`config.mk`:
```
export PLATFORM = sky130hd
export DESIGN_NAME = gcct_timer
export DESIGN_NICKNAME = d
export VERILOG_FILES = /design/src/shared/gcct_pkg.sv /design/src/shared/gcct_pin_if.sv /design/src/rtl/gcct_pin_sync.sv /design/src/rtl/gcct_prescaler.sv /design/src/rtl/gcct_timer.sv
export SDC_FILE = /design/constraint.sdc
export NUM_CORES = 1
export LEC_CHECK = 0
export BUFFER_PORTS_ARGS = -buffer_cell sky130_fd_sc_hd__buf_2
export CAP_MARGIN = 20
export CORE_UTILIZATION = 40
export DETAILED_ROUTE_END_ITERATION = 10
export PLACE_DENSITY = 0.66
export SLEW_MARGIN = 20
export SYNTH_ARGS = -nofsm -noshare
export SYNTH_HDL_FRONTEND = slang
export SYNTH_SLANG_ARGS = --single-unit
```
`constraint.sdc`:
```
create_clock -name aclk -period 3.9 [get_ports aclk]
set_clock_uncertainty 0.2 [all_clocks]
set_input_delay 0.39 -clock aclk [delete_from_list [all_inputs] [get_ports aclk]]
set_output_delay 0.39 -clock aclk [all_outputs]
set_load 0.005 [all_outputs]
```
`src/shared/gcct_pkg.sv`:
```
// constants, register map and types shared by the gated capture/compare timer
package gcct_pkg;

	// register indices; byte address on the bus is four times the index
	localparam logic [11:0] IDX_COUNT_HI = 12'hf00;
	localparam logic [11:0] IDX_COUNT_LO = 12'hf01;
	localparam logic [11:0] IDX_RELOAD_HI = 12'hf02;
	localparam logic [11:0] IDX_RELOAD_LO = 12'hf03;
	localparam logic [11:0] IDX_CAPT_HI = 12'hf04;
	localparam logic [11:0] IDX_CAPT_LO = 12'hf05;
	localparam logic [11:0] IDX_OUTCFG = 12'hf06;
	localparam logic [11:0] IDX_CTRL = 12'hf07;
	localparam logic [11:0] IDX_IRQ_STS = 12'hf10;
	localparam logic [11:0] IDX_IRQ_MASK = 12'hf11;
	localparam int ADDR_W = 14;

	// control register fields
	localparam int CTRL_EN_BIT = 7;
	localparam int CTRL_POL_BIT = 6;
	localparam int CTRL_PRES_LSB = 3;
	localparam int CTRL_MODE_LSB = 0;
	localparam int OUTCFG_EN_BIT = 0;

	// interrupt status fields
	localparam int STS_GATE_BIT = 0;
	localparam int STS_RELOAD_BIT = 1;
	localparam int STS_CAPT_BIT = 2;
	localparam int STS_W = 3;

	// reset and restart values
	localparam logic [15:0] COUNT_RST = 16'h0001;
	localparam logic [15:0] RELOAD_RST = 16'hffff;
	localparam logic [15:0] CAPT_RST = 16'h0000;
	localparam logic [15:0] COUNT_RESTART = 16'h0001;
	localparam logic [7:0] CTRL_RST = 8'h00;

	localparam logic [1:0] RESP_OKAY = 2'b00;
	localparam logic [1:0] RESP_SLVERR = 2'b10;

	typedef enum logic [2:0] {
		GCCT_MODE_GATED = 3'b000,
		GCCT_MODE_CAPCMP = 3'b001
	} gcct_mode_t;

endpackage

```
`src/shared/gcct_pin_if.sv`:
```
// synchronised timer input level and its edges
`timescale 1ns/1ps
`default_nettype none
interface gcct_pin_if;
	logic level;
	logic rise;
	logic fall;
	modport src (output level, output rise, output fall);
	modport dst (input level, input rise, input fall);
endinterface
`default_nettype wire

```
`src/rtl/gcct_pin_sync.sv`:
```
// two-flop synchroniser and edge detector for the timer input pin
`timescale 1ns/1ps
`default_nettype none
module gcct_pin_sync (
	input wire logic aclk,
	input wire logic aresetn,
	input wire logic pin_in,
	gcct_pin_if.src p
);
	logic meta_q;
	logic sync_q;
	logic prev_q;

	// meta_q feeds sync_q only
	always_ff @(posedge aclk) begin
		if (!aresetn) begin
			meta_q <= 1'b0;
			sync_q <= 1'b0;
			prev_q <= 1'b0;
		end else begin
			meta_q <= pin_in;
			sync_q <= meta_q;
			prev_q <= sync_q;
		end
	end

	assign p.level = sync_q;
	assign p.rise = sync_q & ~prev_q;
	assign p.fall = ~sync_q & prev_q;
endmodule
`default_nettype wire

```
`src/rtl/gcct_prescaler.sv`:
```
// power-of-two prescaler producing one-cycle count ticks
`timescale 1ns/1ps
`default_nettype none
module gcct_prescaler #(
	parameter int PRES_W = 3
) (
	input wire logic aclk,
	input wire logic aresetn,
	input wire logic run,
	input wire logic [PRES_W-1:0] pres,
	output logic tick
);
	localparam int DIV_W = (1 << PRES_W) - 1;
	logic [DIV_W-1:0] div_q;
	logic [DIV_W-1:0] mask;

	if (PRES_W < 1 || PRES_W > 4) begin : g_chk
		$error("gcct_prescaler: PRES_W must be 1 to 4");
	end

	assign mask = DIV_W'(({{DIV_W{1'b0}}, 1'b1} << pres) - 1'b1);
	assign tick = run && ((div_q & mask) == mask);

	// divider restarts whenever the timer is stopped
	always_ff @(posedge aclk) begin
		if (!aresetn || !run) begin
			div_q <= '0;
		end else begin
			div_q <= div_q + 1'b1;
		end
	end
endmodule
`default_nettype wire

```
`src/rtl/gcct_timer.sv`:
```
// gated and capture/compare 16-bit timer with an AXI4-Lite register slave
//
// Design decision made here: the AXI4-Lite interface to the registers.
`timescale 1ns/1ps
`default_nettype none
module gcct_timer
	import gcct_pkg::*;
#(
	parameter int PRES_W = 3
) (
	input wire logic aclk,
	input wire logic aresetn,
	input wire logic [ADDR_W-1:0] s_axi_awaddr,
	input wire logic [2:0] s_axi_awprot,
	input wire logic s_axi_awvalid,
	output logic s_axi_awready,
	input wire logic [31:0] s_axi_wdata,
	input wire logic [3:0] s_axi_wstrb,
	input wire logic s_axi_wvalid,
	output logic s_axi_wready,
	output logic [1:0] s_axi_bresp,
	output logic s_axi_bvalid,
	input wire logic s_axi_bready,
	input wire logic [ADDR_W-1:0] s_axi_araddr,
	input wire logic [2:0] s_axi_arprot,
	input wire logic s_axi_arvalid,
	output logic s_axi_arready,
	output logic [31:0] s_axi_rdata,
	output logic [1:0] s_axi_rresp,
	output logic s_axi_rvalid,
	input wire logic s_axi_rready,
	input wire logic timer_in,
	output logic timer_out,
	output logic timer_out_oe,
	output logic irq
);

	if (PRES_W != 3) begin : g_chk
		$error("gcct_timer: control layout holds a 3-bit prescale field");
	end

	// ------------------------------------------------------------
	// register state
	// ------------------------------------------------------------
	logic [15:0] count_q, reload_q, capt_q;
	logic [7:0] reload_hold_q, count_lo_hold_q, ctrl_q;
	logic [STS_W-1:0] sts_q, mask_q;
	logic out_cfg_q, started_q, toggle_q;
	logic en, pol, gated, capcmp;
	logic [PRES_W-1:0] pres;
	logic [2:0] mode;

	assign en = ctrl_q[CTRL_EN_BIT];
	assign pol = ctrl_q[CTRL_POL_BIT];
	assign pres = ctrl_q[CTRL_PRES_LSB +: PRES_W];
	assign mode = ctrl_q[CTRL_MODE_LSB +: 3];
	assign gated = (mode == GCCT_MODE_GATED);
	assign capcmp = (mode == GCCT_MODE_CAPCMP);

	// ------------------------------------------------------------
	// input pin and prescaler
	// ------------------------------------------------------------
	gcct_pin_if pin ();

	gcct_pin_sync u_sync (
		.aclk(aclk),
		.aresetn(aresetn),
		.pin_in(timer_in),
		.p(pin.src)
	);

	logic tick;

	gcct_prescaler #(
		.PRES_W(PRES_W)
	) u_pres (
		.aclk(aclk),
		.aresetn(aresetn),
		.run(en),
		.pres(pres),
		.tick(tick)
	);

	logic in_active, qual_edge, deassert_edge;

	assign in_active = pol ? pin.level : ~pin.level;
	assign qual_edge = pol ? pin.rise : pin.fall;
	assign deassert_edge = pol ? pin.fall : pin.rise;

	// ------------------------------------------------------------
	// AXI4-Lite write channel
	// ------------------------------------------------------------
	logic awrdy_q, wrdy_q, bvalid_q, wr_lane_q, do_wr, wr_hit;
	logic [1:0] bresp_q;
	logic [11:0] wr_idx_q;
	logic [7:0] wr_data_q;

	// both address and data held, response not yet issued
	assign do_wr = !awrdy_q && !wrdy_q && !bvalid_q;
	assign wr_hit = wr_idx_q inside {IDX_COUNT_HI, IDX_COUNT_LO, IDX_RELOAD_HI, IDX_RELOAD_LO,
		IDX_CAPT_HI, IDX_CAPT_LO, IDX_OUTCFG, IDX_CTRL, IDX_IRQ_STS, IDX_IRQ_MASK};

	logic wr_en;
	assign wr_en = do_wr && wr_hit && wr_lane_q;

	always_ff @(posedge aclk) begin
		if (!aresetn) begin
			awrdy_q <= 1'b1;
			wr_idx_q <= 12'h000;
		end else if (s_axi_awvalid && awrdy_q) begin
			awrdy_q <= 1'b0;
			wr_idx_q <= s_axi_awaddr[ADDR_W-1:2];
		end else if (bvalid_q && s_axi_bready) begin
			awrdy_q <= 1'b1;
		end
	end

	always_ff @(posedge aclk) begin
		if (!aresetn) begin
			wrdy_q <= 1'b1;
			wr_data_q <= 8'h00;
			wr_lane_q <= 1'b0;
		end else if (s_axi_wvalid && wrdy_q) begin
			wrdy_q <= 1'b0;
			wr_data_q <= s_axi_wdata[7:0];
			wr_lane_q <= s_axi_wstrb[0];
		end else if (bvalid_q && s_axi_bready) begin
			wrdy_q <= 1'b1;
		end
	end

	always_ff @(posedge aclk) begin
		if (!aresetn) begin
			bvalid_q <= 1'b0;
			bresp_q <= RESP_OKAY;
		end else if (do_wr) begin
			bvalid_q <= 1'b1;
			bresp_q <= wr_hit ? RESP_OKAY : RESP_SLVERR;
		end else if (s_axi_bready) begin
			bvalid_q <= 1'b0;
		end
	end

	// ------------------------------------------------------------
	// AXI4-Lite read channel
	// ------------------------------------------------------------
	logic arrdy_q, rvalid_q, rd_take, rd_hit;
	logic [1:0] rresp_q;
	logic [7:0] rdata_q, rd_val;
	logic [11:0] rd_idx;

	assign rd_take = s_axi_arvalid && arrdy_q;
	assign rd_idx = s_axi_araddr[ADDR_W-1:2];

	always_comb begin
		rd_hit = 1'b1;
		case (rd_idx)
			IDX_COUNT_HI: rd_val = count_q[15:8];
			IDX_COUNT_LO: rd_val = en ? count_lo_hold_q : count_q[7:0];
			IDX_RELOAD_HI: rd_val = reload_q[15:8];
			IDX_RELOAD_LO: rd_val = reload_q[7:0];
			IDX_CAPT_HI: rd_val = capt_q[15:8];
			IDX_CAPT_LO: rd_val = capt_q[7:0];
			IDX_OUTCFG: rd_val = {7'h00, out_cfg_q};
			IDX_CTRL: rd_val = ctrl_q;
			IDX_IRQ_STS: rd_val = {5'h00, sts_q};
			IDX_IRQ_MASK: rd_val = {5'h00, mask_q};
			default: begin
				rd_val = 8'h00;
				rd_hit = 1'b0;
			end
		endcase
	end

	always_ff @(posedge aclk) begin
		if (!aresetn) begin
			arrdy_q <= 1'b1;
			rvalid_q <= 1'b0;
			rresp_q <= RESP_OKAY;
			rdata_q <= 8'h00;
		end else if (rd_take) begin
			arrdy_q <= 1'b0;
			rvalid_q <= 1'b1;
			rresp_q <= rd_hit ? RESP_OKAY : RESP_SLVERR;
			rdata_q <= rd_val;
		end else if (rvalid_q && s_axi_rready) begin
			arrdy_q <= 1'b1;
			rvalid_q <= 1'b0;
		end
	end

	// high byte read while enabled takes a snapshot so a later low read is coherent
	always_ff @(posedge aclk) begin
		if (!aresetn) begin
			count_lo_hold_q <= COUNT_RST[7:0];
		end else if (rd_take && rd_idx == IDX_COUNT_HI && en) begin
			count_lo_hold_q <= count_q[7:0];
		end
	end

	// ------------------------------------------------------------
	// configuration registers
	// ------------------------------------------------------------
	always_ff @(posedge aclk) begin
		if (!aresetn) begin
			ctrl_q <= CTRL_RST;
			out_cfg_q <= 1'b0;
			mask_q <= '0;
		end else if (wr_en) begin
			if (wr_idx_q == IDX_CTRL) begin
				ctrl_q <= wr_data_q;
			end
			if (wr_idx_q == IDX_OUTCFG) begin
				out_cfg_q <= wr_data_q[OUTCFG_EN_BIT];
			end
			if (wr_idx_q == IDX_IRQ_MASK) begin
				mask_q <= wr_data_q[STS_W-1:0];
			end
		end
	end

	always_ff @(posedge aclk) begin
		if (!aresetn) begin
			reload_q <= RELOAD_RST;
			reload_hold_q <= RELOAD_RST[15:8];
		end else if (wr_en && wr_idx_q == IDX_RELOAD_HI) begin
			reload_hold_q <= wr_data_q;
		end else if (wr_en && wr_idx_q == IDX_RELOAD_LO) begin
			reload_q <= {reload_hold_q, wr_data_q};
		end
	end

	// ------------------------------------------------------------
	// counting engine
	// ------------------------------------------------------------
	logic at_reload, ev_reload, ev_capt, ev_gate, first_edge;

	assign at_reload = (count_q == reload_q);
	assign first_edge = en && capcmp && !started_q && qual_edge;
	assign ev_capt = en && capcmp && started_q && qual_edge;
	assign ev_reload = en && tick && at_reload && !ev_capt
		&& ((gated && in_active) || (capcmp && started_q));
	assign ev_gate = en && gated && deassert_edge;

	always_ff @(posedge aclk) begin
		if (!aresetn || !en || !capcmp) begin
			started_q <= 1'b0;
		end else if (first_edge) begin
			started_q <= 1'b1;
		end
	end

	always_ff @(posedge aclk) begin
		if (!aresetn) begin
			count_q <= COUNT_RST;
		end else if (wr_en && wr_idx_q == IDX_COUNT_HI) begin
			count_q[15:8] <= wr_data_q;
		end else if (wr_en && wr_idx_q == IDX_COUNT_LO) begin
			count_q[7:0] <= wr_data_q;
		end else if (ev_capt || ev_reload) begin
			count_q <= COUNT_RESTART;
		end else if (en && tick && gated && in_active) begin
			count_q <= count_q + 1'b1;
		end else if (en && tick && capcmp && started_q) begin
			count_q <= count_q + 1'b1;
		end
	end

	always_ff @(posedge aclk) begin
		if (!aresetn) begin
			capt_q <= CAPT_RST;
		end else if (ev_capt) begin
			capt_q <= count_q;
		end else if (wr_en && wr_idx_q == IDX_CAPT_HI) begin
			capt_q[15:8] <= wr_data_q;
		end else if (wr_en && wr_idx_q == IDX_CAPT_LO) begin
			capt_q[7:0] <= wr_data_q;
		end
	end

	// ------------------------------------------------------------
	// output pin
	// ------------------------------------------------------------
	always_ff @(posedge aclk) begin
		if (!aresetn) begin
			toggle_q <= 1'b0;
		end else if (ev_reload && out_cfg_q) begin
			toggle_q <= ~toggle_q;
		end
	end

	// ------------------------------------------------------------
	// interrupts
	// ------------------------------------------------------------
	logic [STS_W-1:0] sts_set;
	logic irq_q;

	assign sts_set = {ev_capt, ev_reload, ev_gate};

	// a read clears, but an event in the same cycle survives
	always_ff @(posedge aclk) begin
		if (!aresetn) begin
			sts_q <= '0;
		end else if (rd_take && rd_idx == IDX_IRQ_STS) begin
			sts_q <= sts_set;
		end else begin
			sts_q <= sts_q | sts_set;
		end
	end

	always_ff @(posedge aclk) begin
		if (!aresetn) begin
			irq_q <= 1'b0;
		end else begin
			irq_q <= |(sts_q & mask_q);
		end
	end

	assign s_axi_awready = awrdy_q;
	assign s_axi_wready = wrdy_q;
	assign s_axi_bvalid = bvalid_q;
	assign s_axi_bresp = bresp_q;
	assign s_axi_arready = arrdy_q;
	assign s_axi_rvalid = rvalid_q;
	assign s_axi_rresp = rresp_q;
	assign s_axi_rdata = {24'h000000, rdata_q};
	assign timer_out = toggle_q;
	assign timer_out_oe = out_cfg_q;
	assign irq = irq_q;

endmodule
`default_nettype wire

```
Word-level counts from Yosys, hierarchy flattened
Index checks and enable logic that the tools add are counted.
Word-level totals
  flip-flop bits (word level): 130
  input port bits: 78
  output and inout port bits: 44
  logic and storage cells: 164
Operators by class
  add/subtract/negate cells: 3
  equal/unequal tests: 25
  shifts and indexed selects: 1
  mux-type cells: 28
  bitwise operators: 10
  reduce and logical (&&, ||, !) cells: 68
Operators by type and width (count)
  $eq 12x12->1 const B: 20
  $pmux 8 s10: 1
  $mux 16: 4
  $mux 8: 7
  $logic_and 1x1->1: 37
  $add 16x1->16 const B: 1
  $eq 16x16->1: 1
  $reduce_and 2->1: 7
  $mux 1: 13
  $reduce_bool 2->1: 6
  $reduce_bool 10->1: 1
  $reduce_or 10->1: 1
  $logic_not 1->1: 8
  $reduce_bool 4->1: 2
  $add 7x1->7 const B: 1
  $and 7x7->7: 1
  $eq 7x7->1: 1
  $shl 1x3->7 const A: 1
  $sub 7x1->7 const B: 1
  $not 1->1: 5
  $logic_or 1x1->1: 4
  $mux 2: 2
  $ne 2x2->1 const B: 2
  $and 3x3->3: 1
  6 further kinds: 7

Longest topological paths before layout
Gate-level depths: netlist (run 1).
  depth after elaboration: 13
  mapped depth: 12
  depth with buffers taken out: 10

Cells and area by module
From an unflattened synthesis (run 1), not the netlist that was laid out.
Second synthesis, totals
  cell total of the unflattened synthesis: 829
  area, all modules: 6712.7 um^2
Modules (own cells, without submodules)
  gcct_timer: times used 1, cells each 784, area an instance 6301.0 um^2, sequential area each 2362.3 um^2
  gcct_prescaler: times used 1, cells each 37, area an instance 320.3 um^2, sequential area each 140.1 um^2
  gcct_pin_sync: times used 1, cells each 8, area an instance 91.3 um^2, sequential area each 60.1 um^2

Worst setup path after synthesis (run 1)
No wires, ideal clock.
  kind: register to register
  start point: reg ctrl_q[4]
  end point: reg count_q[2]
  setup time: 0.133 ns
  arrival time: 2.456 ns
  required time: 3.567 ns
  path slack: 1.111 ns
  stages on the path, launching flop included: 11
  path buffers: 2
  clock period less this slack: 2.789 ns
  path through: dfxtp_1 clkbuf_1 or3_1 ha_1 nor3_1 a21oi_1 o311ai_0 nor3_2 buf_4 o21ai_0 o21ai_0
On the way
  word-level cells in the longest chain between the ends: 12
  elaborated cells between the ends (all ways): 19
  classes of those cells: 1 x add/sub; 1 x eq/ne; 1 x shift; 3 x mux; 1 x bitwise; 12 x reduce/logical
RTL lines
  from (decl): line gcct_timer.sv:46  | logic [7:0] reload_hold_q, count_lo_hold_q, ctrl_q;
  from (signal assigned): line gcct_timer.sv:211  | ctrl_q <= wr_data_q;
  $shl 1x3->7 (*): line gcct_prescaler.sv:21  | assign mask = DIV_W'(({{DIV_W{1'b0}}, 1'b1} << pres) - 1'b1);
  $sub 7x1->7 (*): line gcct_prescaler.sv:21
  $and 7x7->7: line gcct_prescaler.sv:22  | assign tick = run && ((div_q & mask) == mask);
  $eq 7x7->1 (*): line gcct_prescaler.sv:22
  $logic_and 1x1->1 (*): line gcct_prescaler.sv:22
  $logic_and 1x1->1 (*): line gcct_timer.sv:241, gcct_timer.sv:262, gcct_timer.sv:264
  $logic_and 1x1->1 (2 in series): line gcct_timer.sv:241  | assign ev_reload = en && tick && at_reload && !ev_capt
  $logic_and 1x1->1: line gcct_timer.sv:242  | && ((gated && in_active) || (capcmp && started_q));
  $logic_or 1x1->1: line gcct_timer.sv:260  | end else if (ev_capt || ev_reload) begin
  $reduce_bool 4->1 (no line) or $mux 16 (tied branches)
  $reduce_and 2->1 (no line) or $mux 8 (tied branches)
  to (signal assigned): line gcct_timer.sv:259  | count_q[7:0] <= wr_data_q;
  to (signal assigned): line gcct_timer.sv:263  | count_q <= count_q + 1'b1;
  to (signal assigned): line gcct_timer.sv:265  | count_q <= count_q + 1'b1;
  to (decl): line gcct_timer.sv:45  | logic [15:0] count_q, reload_q, capt_q;
Mark *: on every way between the ends. The rest lies on a longest branch, timed or not.
A chain may end at the register's enable or synchronous reset.

Worst setup path after layout (run 1)
  start point: reg ctrl_q[4]
  end point: reg count_q[6]
Same word-level chain as after synthesis.

==> results.toml, run 1 <==
[status]
status = "completed"

[cells_and_area]
syn_to_final_growth_pct = 16.70
n_antenna_cell = 0
drive_above_1_share = 0.1430
layout_commonest_cell = "nand2_1"
stdcell_area_mm2 = 0.007625
final_cell_mix = "nand2_1, dfxtp_1, nor2_1, buf_2, a21oi_1"
fillers = 1531
nets = 944

[floorplanning]
rows = 46
start_util = 0.4098
ios = 122
core_area_mm2 = 0.01594
die-area_mm2 = 0.01685
die_x_um = 129.8
fp.dieH_um = 129.8

[synth]
synth_top_area_share = 0.3922
yosysTopAreaCell = "dfxtp_1"
yosysWarnings = 0
ys_types = 65
async_flop_share = 0
synth-seq-cells = 128
syn_area_mm2 = 0.006534
synthTopCellsByArea = "dfxtp_1, nand2_1, mux2i_1"
synthCells = 812
synth_ff_type = "dfxtp_1"
ys_seq_area_frac = 0.3922
syn_area_per_cell_um2 = 8.047
synth_edf_count = 0

[global_routing]
grt_pass1_wl_um = 28900
grt_use_total = 0.2283
grt_overflow = 0
grt_pass1_vias = 5316
antenna_found_initial = 0
grt_max_degree = 75

[worst_setup_path]
cp.arrival_ps = 3380
crit_path_end = "count_q[6]"
crit_start = "ctrl_q[4]"
path_class = "register to register"
critPathRequiredTime_ps = 3990
r2r_start = "ctrl_q[4]"
start_kind = "register"
end_kind = "register"
r2r_cells = 9
ff2ff_setup_slack_ps = 610
crit_fanout = 11
reg2reg_to = "count_q[6]"

[sta]
setup_violations = 0
final_max_slew_viol_count = 0
tightest_slew_ps = 1007
period_share = 0.8441
hold_viol = 0
max-slew-margin-rel = 0.3233
setup-tns-final_ps = 0
max_freq_ghz = 0.3038
period_needed_ps = 3292
rsz0062_at_grt = "no"

[pwr]
leakage_nw = 2.821
p_sw_frac = 0.2257
p_sw_w = 0.0006880
intPower_w = 0.002360
combPwrFrac = 0.043
p_seq_frac = 0.447
cellPowerDensity_mw_per_mm2 = 399.7
clockPowerShare = 0.511
peakVddDrop_uv = 310.7

[route]
routed_wl_um = 18470
ant_nets = 0
vias_per_cell = 5.582
dr_total_vias = 6084
drt_iter0_drc = 575
drc = 0
wl_per_cell_um = 16.95
dr.pass1.iters = 5

[clock_tree]
clkTransAtPathRegs_ps = 60
cts_root_buf = "clkbuf_16"
cts_inserted_buffers = 17
htreeDepth = 4
clk_latency_ps = 430
clock_path_buffers = 2
cts_tree = "built"
clkSinkCount = 128
cts_setup_buffers = 0

[placement]
placed_cell_area_mm2 = 0.006900
gp_congestion = 0.8990
dpl.hpwl_um = 12630
port-buffer-count = 58

[flow_run]
max_cap_violations = 0

[worst_hold_path]
hp-class = "input port to register"
==> power by group through the flow <==
stage          combinational [W]  sequential, W  clock, W
2_1_floorplan           0.000103        0.00137         0
3_3_place_gp            0.000116        0.00139         0
3_5_place_dp            0.000117        0.00139         0
4_1_cts                 0.000129        0.00136   0.00157
5_1_grt                 0.000147        0.00136   0.00163
6_report                0.000131        0.00136   0.00156
==> Yosys cell counts (7+ instances only) <==
cell,n
and2_1,8
buf_4,27
nand2_1,139
a211oi_1,28
o211ai_1,8
mux2i_1,40
xor2_1,22
o21ai_0,28
nor3_1,24
nand3_1,27
clkbuf_1,45
a221oi_1,14
inv_1,11
nor2_1,74
buf_1,7
nand2b_1,8
nor4_1,14
dfxtp_1,128
a21oi_1,54
==> kinds of logic (layout without fill, tap and decap cells) <==
group	count (synthesis)	in the layout	synth area share
buf+inv	98	135	0.07430
other cells	1	26	0.0005739
simple gates	338	338	0.2442
xor+xnor	26	26	0.03485
compound gates	177	177	0.1835
fa+ha+maj	3	3	0.005746
flops	128	128	0.3922
mux	41	41	0.06473
==> area by class of cell <==
type	count	area, um^2	area share
Multi-Input combinational cell	611	3586	0.4703
Sequential cell	128	2562	0.3361
Timing Repair Buffer	94	600.6	0.07877
Clock buffer	24	481.7	0.06318
Tap cell	216	270.3	0.03544
Clock inverter	6	82.58	0.01083
Inverter	11	41.29	0.005415
==> stage by stage <==
stage          std cells  hold WS (ps)  utilization  power, W  setup slack, ps
2_1_floorplan        837         211.9            -  0.001471             1111
3_3_place_gp        1044         218.1       0.4328  0.001503            661.8
3_5_place_dp        1044         228.9       0.4328  0.001505            609.4
4_1_cts             1090         1.795       0.4783  0.003058            571.1
5_1_grt             1090         8.643       0.4783  0.003144            405.6
6_report            1090         5.883       0.4783  0.003048            608.0
==> worst min path at each step <==
stage	start	endpoint	slack, ps	cells after the start
2_1_floorplan	u_sync.meta_q	u_sync.p.level	210	1
3_3_place_gp	u_sync.meta_q	u_sync.p.level	220	1
3_5_place_dp	u_sync.meta_q	u_sync.p.level	230	1
4_1_cts	s_axi_wdata[5]	wr_data_q[5]	2	3
5_1_grt	s_axi_awaddr[10]	wr_idx_q[8]	9	3
6_report	s_axi_awaddr[10]	wr_idx_q[8]	6	3
==> per-layer routing <==
metal  share of wire  up-vias  GRT usage  wire (um)
met4           0.026        0    0.09713        478
met5               0        -          0          0
met3           0.084       48    0.04633       1545
met2            0.44      293     0.3432       8054
li1                -     2930          -          -
met1            0.45     2813     0.3168       8394
==> repair_timing <==
item / in CTS / in global routing
gates resized for setup: 0 / 0
hold buffers: 16 / 0
endpoints found under the hold margin: 16 / 0
==> state kept, by name (all words and copies together) (netlist names), 3 cells and up <==
| signal | cells |
|---|---|
| rdata_q | 8 |
| reload_hold_q | 8 |
| ctrl_q | 8 |
| reload_q | 16 |
| count_q | 16 |
| u_pres.div_q | 7 |
| mask_q | 3 |
| wr_data_q | 8 |
| wr_idx_q | 12 |
| sts_q | 3 |
| count_lo_hold_q | 8 |
| capt_q | 16 |
==> worst max-delay path: stages (launching register included) <==
cell	delay, ps
dfxtp_1	420
or3_1	390
ha_1	260
nor3_1	140
a21oi_1	50
o311ai_0	640
nor3_2	110
buf_4	230
o21ai_0	520
o21ai_0	180
No activity file was read; power rests on OpenSTA's default activity.
==> run 2, diff against run 1 <==
--- a/config.mk
+++ b/config.mk
@@ -9,7 +9,7 @@
 export CAP_MARGIN = 20
 export CORE_UTILIZATION = 40
 export DETAILED_ROUTE_END_ITERATION = 10
-export PLACE_DENSITY = 0.66
+export PLACE_DENSITY = 0.68
 export SLEW_MARGIN = 20
 export SYNTH_ARGS = -nofsm -noshare
 export SYNTH_HDL_FRONTEND = slang
==> constraint.sdc (replaced) <==
create_clock -name aclk -period 2.65 [get_ports aclk]
set_clock_uncertainty 0.2 [all_clocks]
set_input_delay 0.265 -clock aclk [delete_from_list [all_inputs] [get_ports aclk]]
set_output_delay 0.265 -clock aclk [all_outputs]
set_load 0.005 [all_outputs]
==> results.toml, run 2 (same netlist as run 1, synthesis figures left out) <==
[worst_setup_path]
cp.arrival_ps = 2850
path_class = "register to register"
end_kind = "register"
critPathRequiredTime_ps = 2760
start_kind = "register"
crit_fanout = 6

[global_routing]
antenna_found_initial = 0
grt_max_degree = 75
grt_pass1_vias = 5856
grt_pass1_wl_um = 31720
grt_overflow = 0
grt_use_total = 0.2493

[floorplanning]
ios = 122
start_util = 0.4098
die-area_mm2 = 0.01685
die_x_um = 129.8
rows = 46
fp.dieH_um = 129.8
core_area_mm2 = 0.01594

[clock_tree]
cts_tree = "built"
clkSinkCount = 128
clkTransAtPathRegs_ps = 60
cts_inserted_buffers = 17
clock_path_buffers = 2
clk_latency_ps = 420
cts_root_buf = "clkbuf_16"
htreeDepth = 4

[route]
routed_wl_um = 20020
top_layer = "met4"
dr.pass1.iters = 5
wl_per_cell_um = 17.31
dr_total_vias = 6361
ant_nets = 0
drc = 0
wl_met2_um = 8972
m1WireLength_um = 8744
drt_iter0_drc = 578
met3_length_um = 1416
vias_per_cell = 5.498

[flow_run]
max_cap_violations = 0

[cells_and_area]
nets = 1011
drive_above_1_share = 0.2210
layout_commonest_cell = "nand2_1"
final_cell_mix = "nand2_1, dfxtp_1, nor2_1, buf_4, buf_2"
stdcell_area_mm2 = 0.008379
stdcell_count = 1157
n_antenna_cell = 0
reg.largest.list = "capt_q (16), count_q (16), reload_q (16)"
syn_to_final_growth_pct = 28.25

[sta]
max_freq_ghz = 0.3654
hold_viol = 0
tightest_slew_ps = 623.4
period_share = 1.033
period_needed_ps = 2737
worst_slack_ps = -86.62
whs_ps = 131.3
setup_violations = 6
final_max_slew_viol_count = 0
max-slew-margin-rel = 0.5838
rsz0062_at_grt = "yes"

[placement]
gp_congestion = 0.9363
dpl.hpwl_um = 13690
port-buffer-count = 58
dp.cells = 1099
placed_cell_area_mm2 = 0.007351

[pwr]
cellPowerDensity_mw_per_mm2 = 538.2
peakVddDrop_uv = 416.4
total_power_w = 0.004510
leakage_nw = 3.200

[status]
violations = "setup timing"
status = "finished, violations left"

[worst_hold_path]
hp-class = "input port to register"
## run 2: cell types whose count changed in the layout (fill, tap and decap cells not counted), sizes merged
cell / delta
buf: +58
dlygate4sd3: +9
clkbuf: +1
clkinvlp: -1
## run 2: area by class of cell
cell class,instances,area [um^2]
Inverter,11,41.29
Sequential cell,128,2564
Multi-Input combinational cell,611,3744
Clock buffer,25,495.5
Timing Repair Buffer,161,1186
Tap cell,216,270.3
Fill cell,1487,7564
Clock inverter,5,78.83
## run 2: path summary, 6_finish.rpt
path / start / endpoint / slack, ps / cells past startpoint
setup / recovery: ctrl_q[3] / count_q[10] / -90 / 9
hold / removal: s_axi_wvalid / wr_lane_q / 130 / 4
setup reg to reg: ctrl_q[3] / count_q[10] / -90 / 9
hold reg to reg: u_sync.meta_q / u_sync.p.level / 240 / 1
## run 2: metal layers
| layer | vias to the layer above | global-route usage |
|---|---|---|
| met5 | - | 0 |
| met4 | 0 | 0.1306 |
| met3 | 62 | 0.04838 |
| met2 | 292 | 0.3879 |
| met1 | 2944 | 0.3278 |
| li1 | 3063 | - |
## run 2: repair_timing
action | CTS | global route
buffers inserted | 1 | 2
resized for setup | 4 | 40
hold endpoints to repair | 28 | 0
hold buffers | 25 | 0
setup endpoints to repair | 9 | 17
pin swaps | 3 | 21
## run 2: worst max-delay path, cell delays in order (launching register included)
cell and delay [ps]:
dfxtp_2 310, or3_4 400, ha_4 190, a21oi_2 150, o311ai_2 120, buf_4 180, or3_4 410, a21oi_4 280
a21oi_1 100, a311o_1 310
## run 2: power breakdown
group          internal (W)  switching, W  leakage (nW)
registers           0.00196     0.0000500          1.04
clock network       0.00147      0.000817         0.283
logic             0.0000922      0.000124          1.88
## run 2: through the flow
stage	TNS, ps	util	setup slack (ps)
finish	-302.5	0.5256	-86.62
global route	-1657	0.5256	-153.4
CTS	-64.13	0.5144	-45.63
detailed placement	-120.6	0.4611	-60.97
global placement	-141.4	0.4611	-66.62
floorplan	-124.0	-	-66.49
==> run 3, diff against run 2 <==
--- a/config.mk
+++ b/config.mk
@@ -13,4 +13,5 @@
 export SLEW_MARGIN = 20
 export SYNTH_ARGS = -nofsm -noshare
 export SYNTH_HDL_FRONTEND = slang
+export SYNTH_HIERARCHICAL = 1
 export SYNTH_SLANG_ARGS = --single-unit
==> results.toml, run 3 <==
[status]
status = "completed"

[synth]
synth_compound_area_frac = 0.1646
yosysWarnings = 6
synth.most_common_cell = "nand2_1"
synth_top_family_by_area = "simple AND/OR/NAND/NOR gates"
ys_types = 75
synth_commonest_cells = "nand2_1, dfxtp_1, a21oi_1"
syn_area_per_cell_um2 = 8.097
synth_edf_count = 0
ys_seq_area_frac = 0.3817
yosys.area_share.simple = 0.2826
syn_area_mm2 = 0.006713
muxShareOfSynthArea = 0.05778
synth-seq-cells = 128
yosysTopAreaCell = "dfxtp_1"
synth_top_area_share = 0.3817
synth_ff_type = "dfxtp_1"
synth_xor_area_frac = 0.03113
synthTopCellsByArea = "dfxtp_1, nand2_1, mux2i_1"
synthAdderAreaFrac = 0.003728
async_flop_share = 0
synthCells = 829

[sta]
final_max_slew_viol_count = 0
hold_viol = 0
setup-tns-final_ps = 0
max-slew-margin-rel = 0.5911
max_freq_ghz = 0.4022
tightest_slew_ps = 608.7
whs_ps = 119.7
setup_violations = 0
period_share = 0.9382
period_needed_ps = 2486
rsz0062_at_grt = "no"

[cells_and_area]
layout_commonest_cell = "nand2_1"
syn_to_final_growth_pct = 18.34
nets = 984
stdcell_area_mm2 = 0.007944
reg.largest.list = "capt_q (16), count_q (16), reload_q (16)"
drive_above_1_share = 0.1627
n_antenna_cell = 0
final_cell_mix = "nand2_1, dfxtp_1, a21oi_1, buf_2, nor2_1"

[clock_tree]
htreeDepth = 4
cts_root_buf = "clkbuf_16"
clkTransAtPathRegs_ps = 60
clkSinkCount = 128
cts_inserted_buffers = 17
cts_setup_buffers = 0
clk_latency_ps = 420
cts_tree = "built"
clock_path_buffers = 2

[worst_setup_path]
r2r_start = "ctrl_q[5]"
end_kind = "register"
ff2ff_setup_slack_ps = 160
path_class = "register to register"
critPathRequiredTime_ps = 2800
reg2reg_to = "count_q[12]"
critPathTopFamily = "compound AO/OA/AOI/OAI gates"
path_cells = "inv_1 > o21ai_0 > a21o_1 > a221oi_2 > nand2b_1 > o221ai_2 > nand3_2 > or3_1 > a211o_1 > a21oi_1"
r2r_cells = 10
crit_fanout = 4
start_kind = "register"
crit_slowest_cell = "or3_1"
cp.arrival_ps = 2640
critPathMaxStageDelay_ps = 360
cp.buffers_inverters = 1

[floorplanning]
fp.dieH_um = 131.5
rows = 46
start_util = 0.4165
die_x_um = 131.5
core_area_mm2 = 0.01612
ios = 122
die-area_mm2 = 0.01730

[global_routing]
grt_overflow = 0
grt_max_degree = 45
antenna_found_initial = 0
grt_use_total = 0.2274
grt_pass1_vias = 5715
grt_pass1_wl_um = 30640

[pwr]
cellPowerDensity_mw_per_mm2 = 575.9
total_power_w = 0.004575
leakage_nw = 3.203
peakVddDrop_uv = 429.2

[route]
vias_per_cell = 5.529
dr_total_vias = 6259
drt_iter0_drc = 544
ant_nets = 0
routed_wl_um = 19290
dr.pass1.iters = 5
drc = 0
wl_per_cell_um = 17.04

[worst_hold_path]
min_path_cells = 4
hp-class = "input port to register"
holdPathEnd = "wr_lane_q"
holdCritStartpoint = "s_axi_wvalid"

[placement]
gp_congestion = 0.9566
port-buffer-count = 58
placed_cell_area_mm2 = 0.007103
dpl.hpwl_um = 13190

[flow_run]
max_cap_violations = 0
[run 3: layer usage]
layer	wire, um	up-vias	GRT usage	part of all wire
li1	-	3008	-	-
met1	8328	2920	0.2960	0.43
met2	8894	286	0.3601	0.46
met3	1467	45	0.04090	0.076
met4	596	0	0.1130	0.031
met5	0	-	0	0
[run 3: tightest hold or removal path: cells and delay by family]
family	cells	cell delay, ps
and+or+nand+nor	2	290
buffers and inverters	1	80
AOI/OAI and AO/OA	1	60
[run 3: per-stage QoR]
| stage | instances | utilization | setup WS (ps) |
|---|---|---|---|
| 4_1_cts | 1132 | 0.4929 | 134.9 |
| 3_3_place_gp | 1075 | 0.4408 | 180.3 |
| 2_1_floorplan | 854 | - | 299.6 |
| 5_1_grt | 1132 | 0.4929 | 21.93 |
| 6_report | 1132 | 0.4929 | 163.8 |
| 3_5_place_dp | 1075 | 0.4408 | 147.6 |
[run 3: how the worst max path moves through the flow]
stage                    start           to  slack (ps)  cells past startpoint
6_report             ctrl_q[5]  count_q[12]         160                     10
5_1_grt              ctrl_q[5]  count_q[13]          20                     10
4_1_cts        u_pres/div_q[0]  count_q[12]         130                      9
3_5_place_dp   u_pres/div_q[0]  count_q[12]         150                      9
3_3_place_gp   u_pres/div_q[0]  count_q[12]         180                      9
2_1_floorplan  u_pres/div_q[2]  count_q[13]         300                      9
[run 3: cell families after synthesis]
family	after synthesis
other cells	1
fa+ha+maj	2
mux	37
simple gates	375
xor+xnor	23
buf+inv	91
flops	128
compound gates	172
[run 3: power by group]
| group | switching [W] | internal [W] |
|---|---|---|
| sequential | 0.0000649 | 0.00196 |
| combinational | 0.000166 | 0.000121 |
| clock | 0.000811 | 0.00145 |
[run 3: what timing repair did]
item | in CTS | in global routing
hold buffers | 26 | 0
endpoints found under the setup margin | 0 | 1
endpoints found under the hold margin | 30 | 0
resized for setup | 0 | 1
[run 3: final cells by class]
class,count,area (um^2)
Sequential cell,128,2564
Inverter,7,26.28
Tap cell,216,270.3
Fill cell,1607,8172
Multi-Input combinational cell,635,3721
Timing Repair Buffer,115,783.3
Clock buffer,26,529.3
Clock inverter,5,50.05
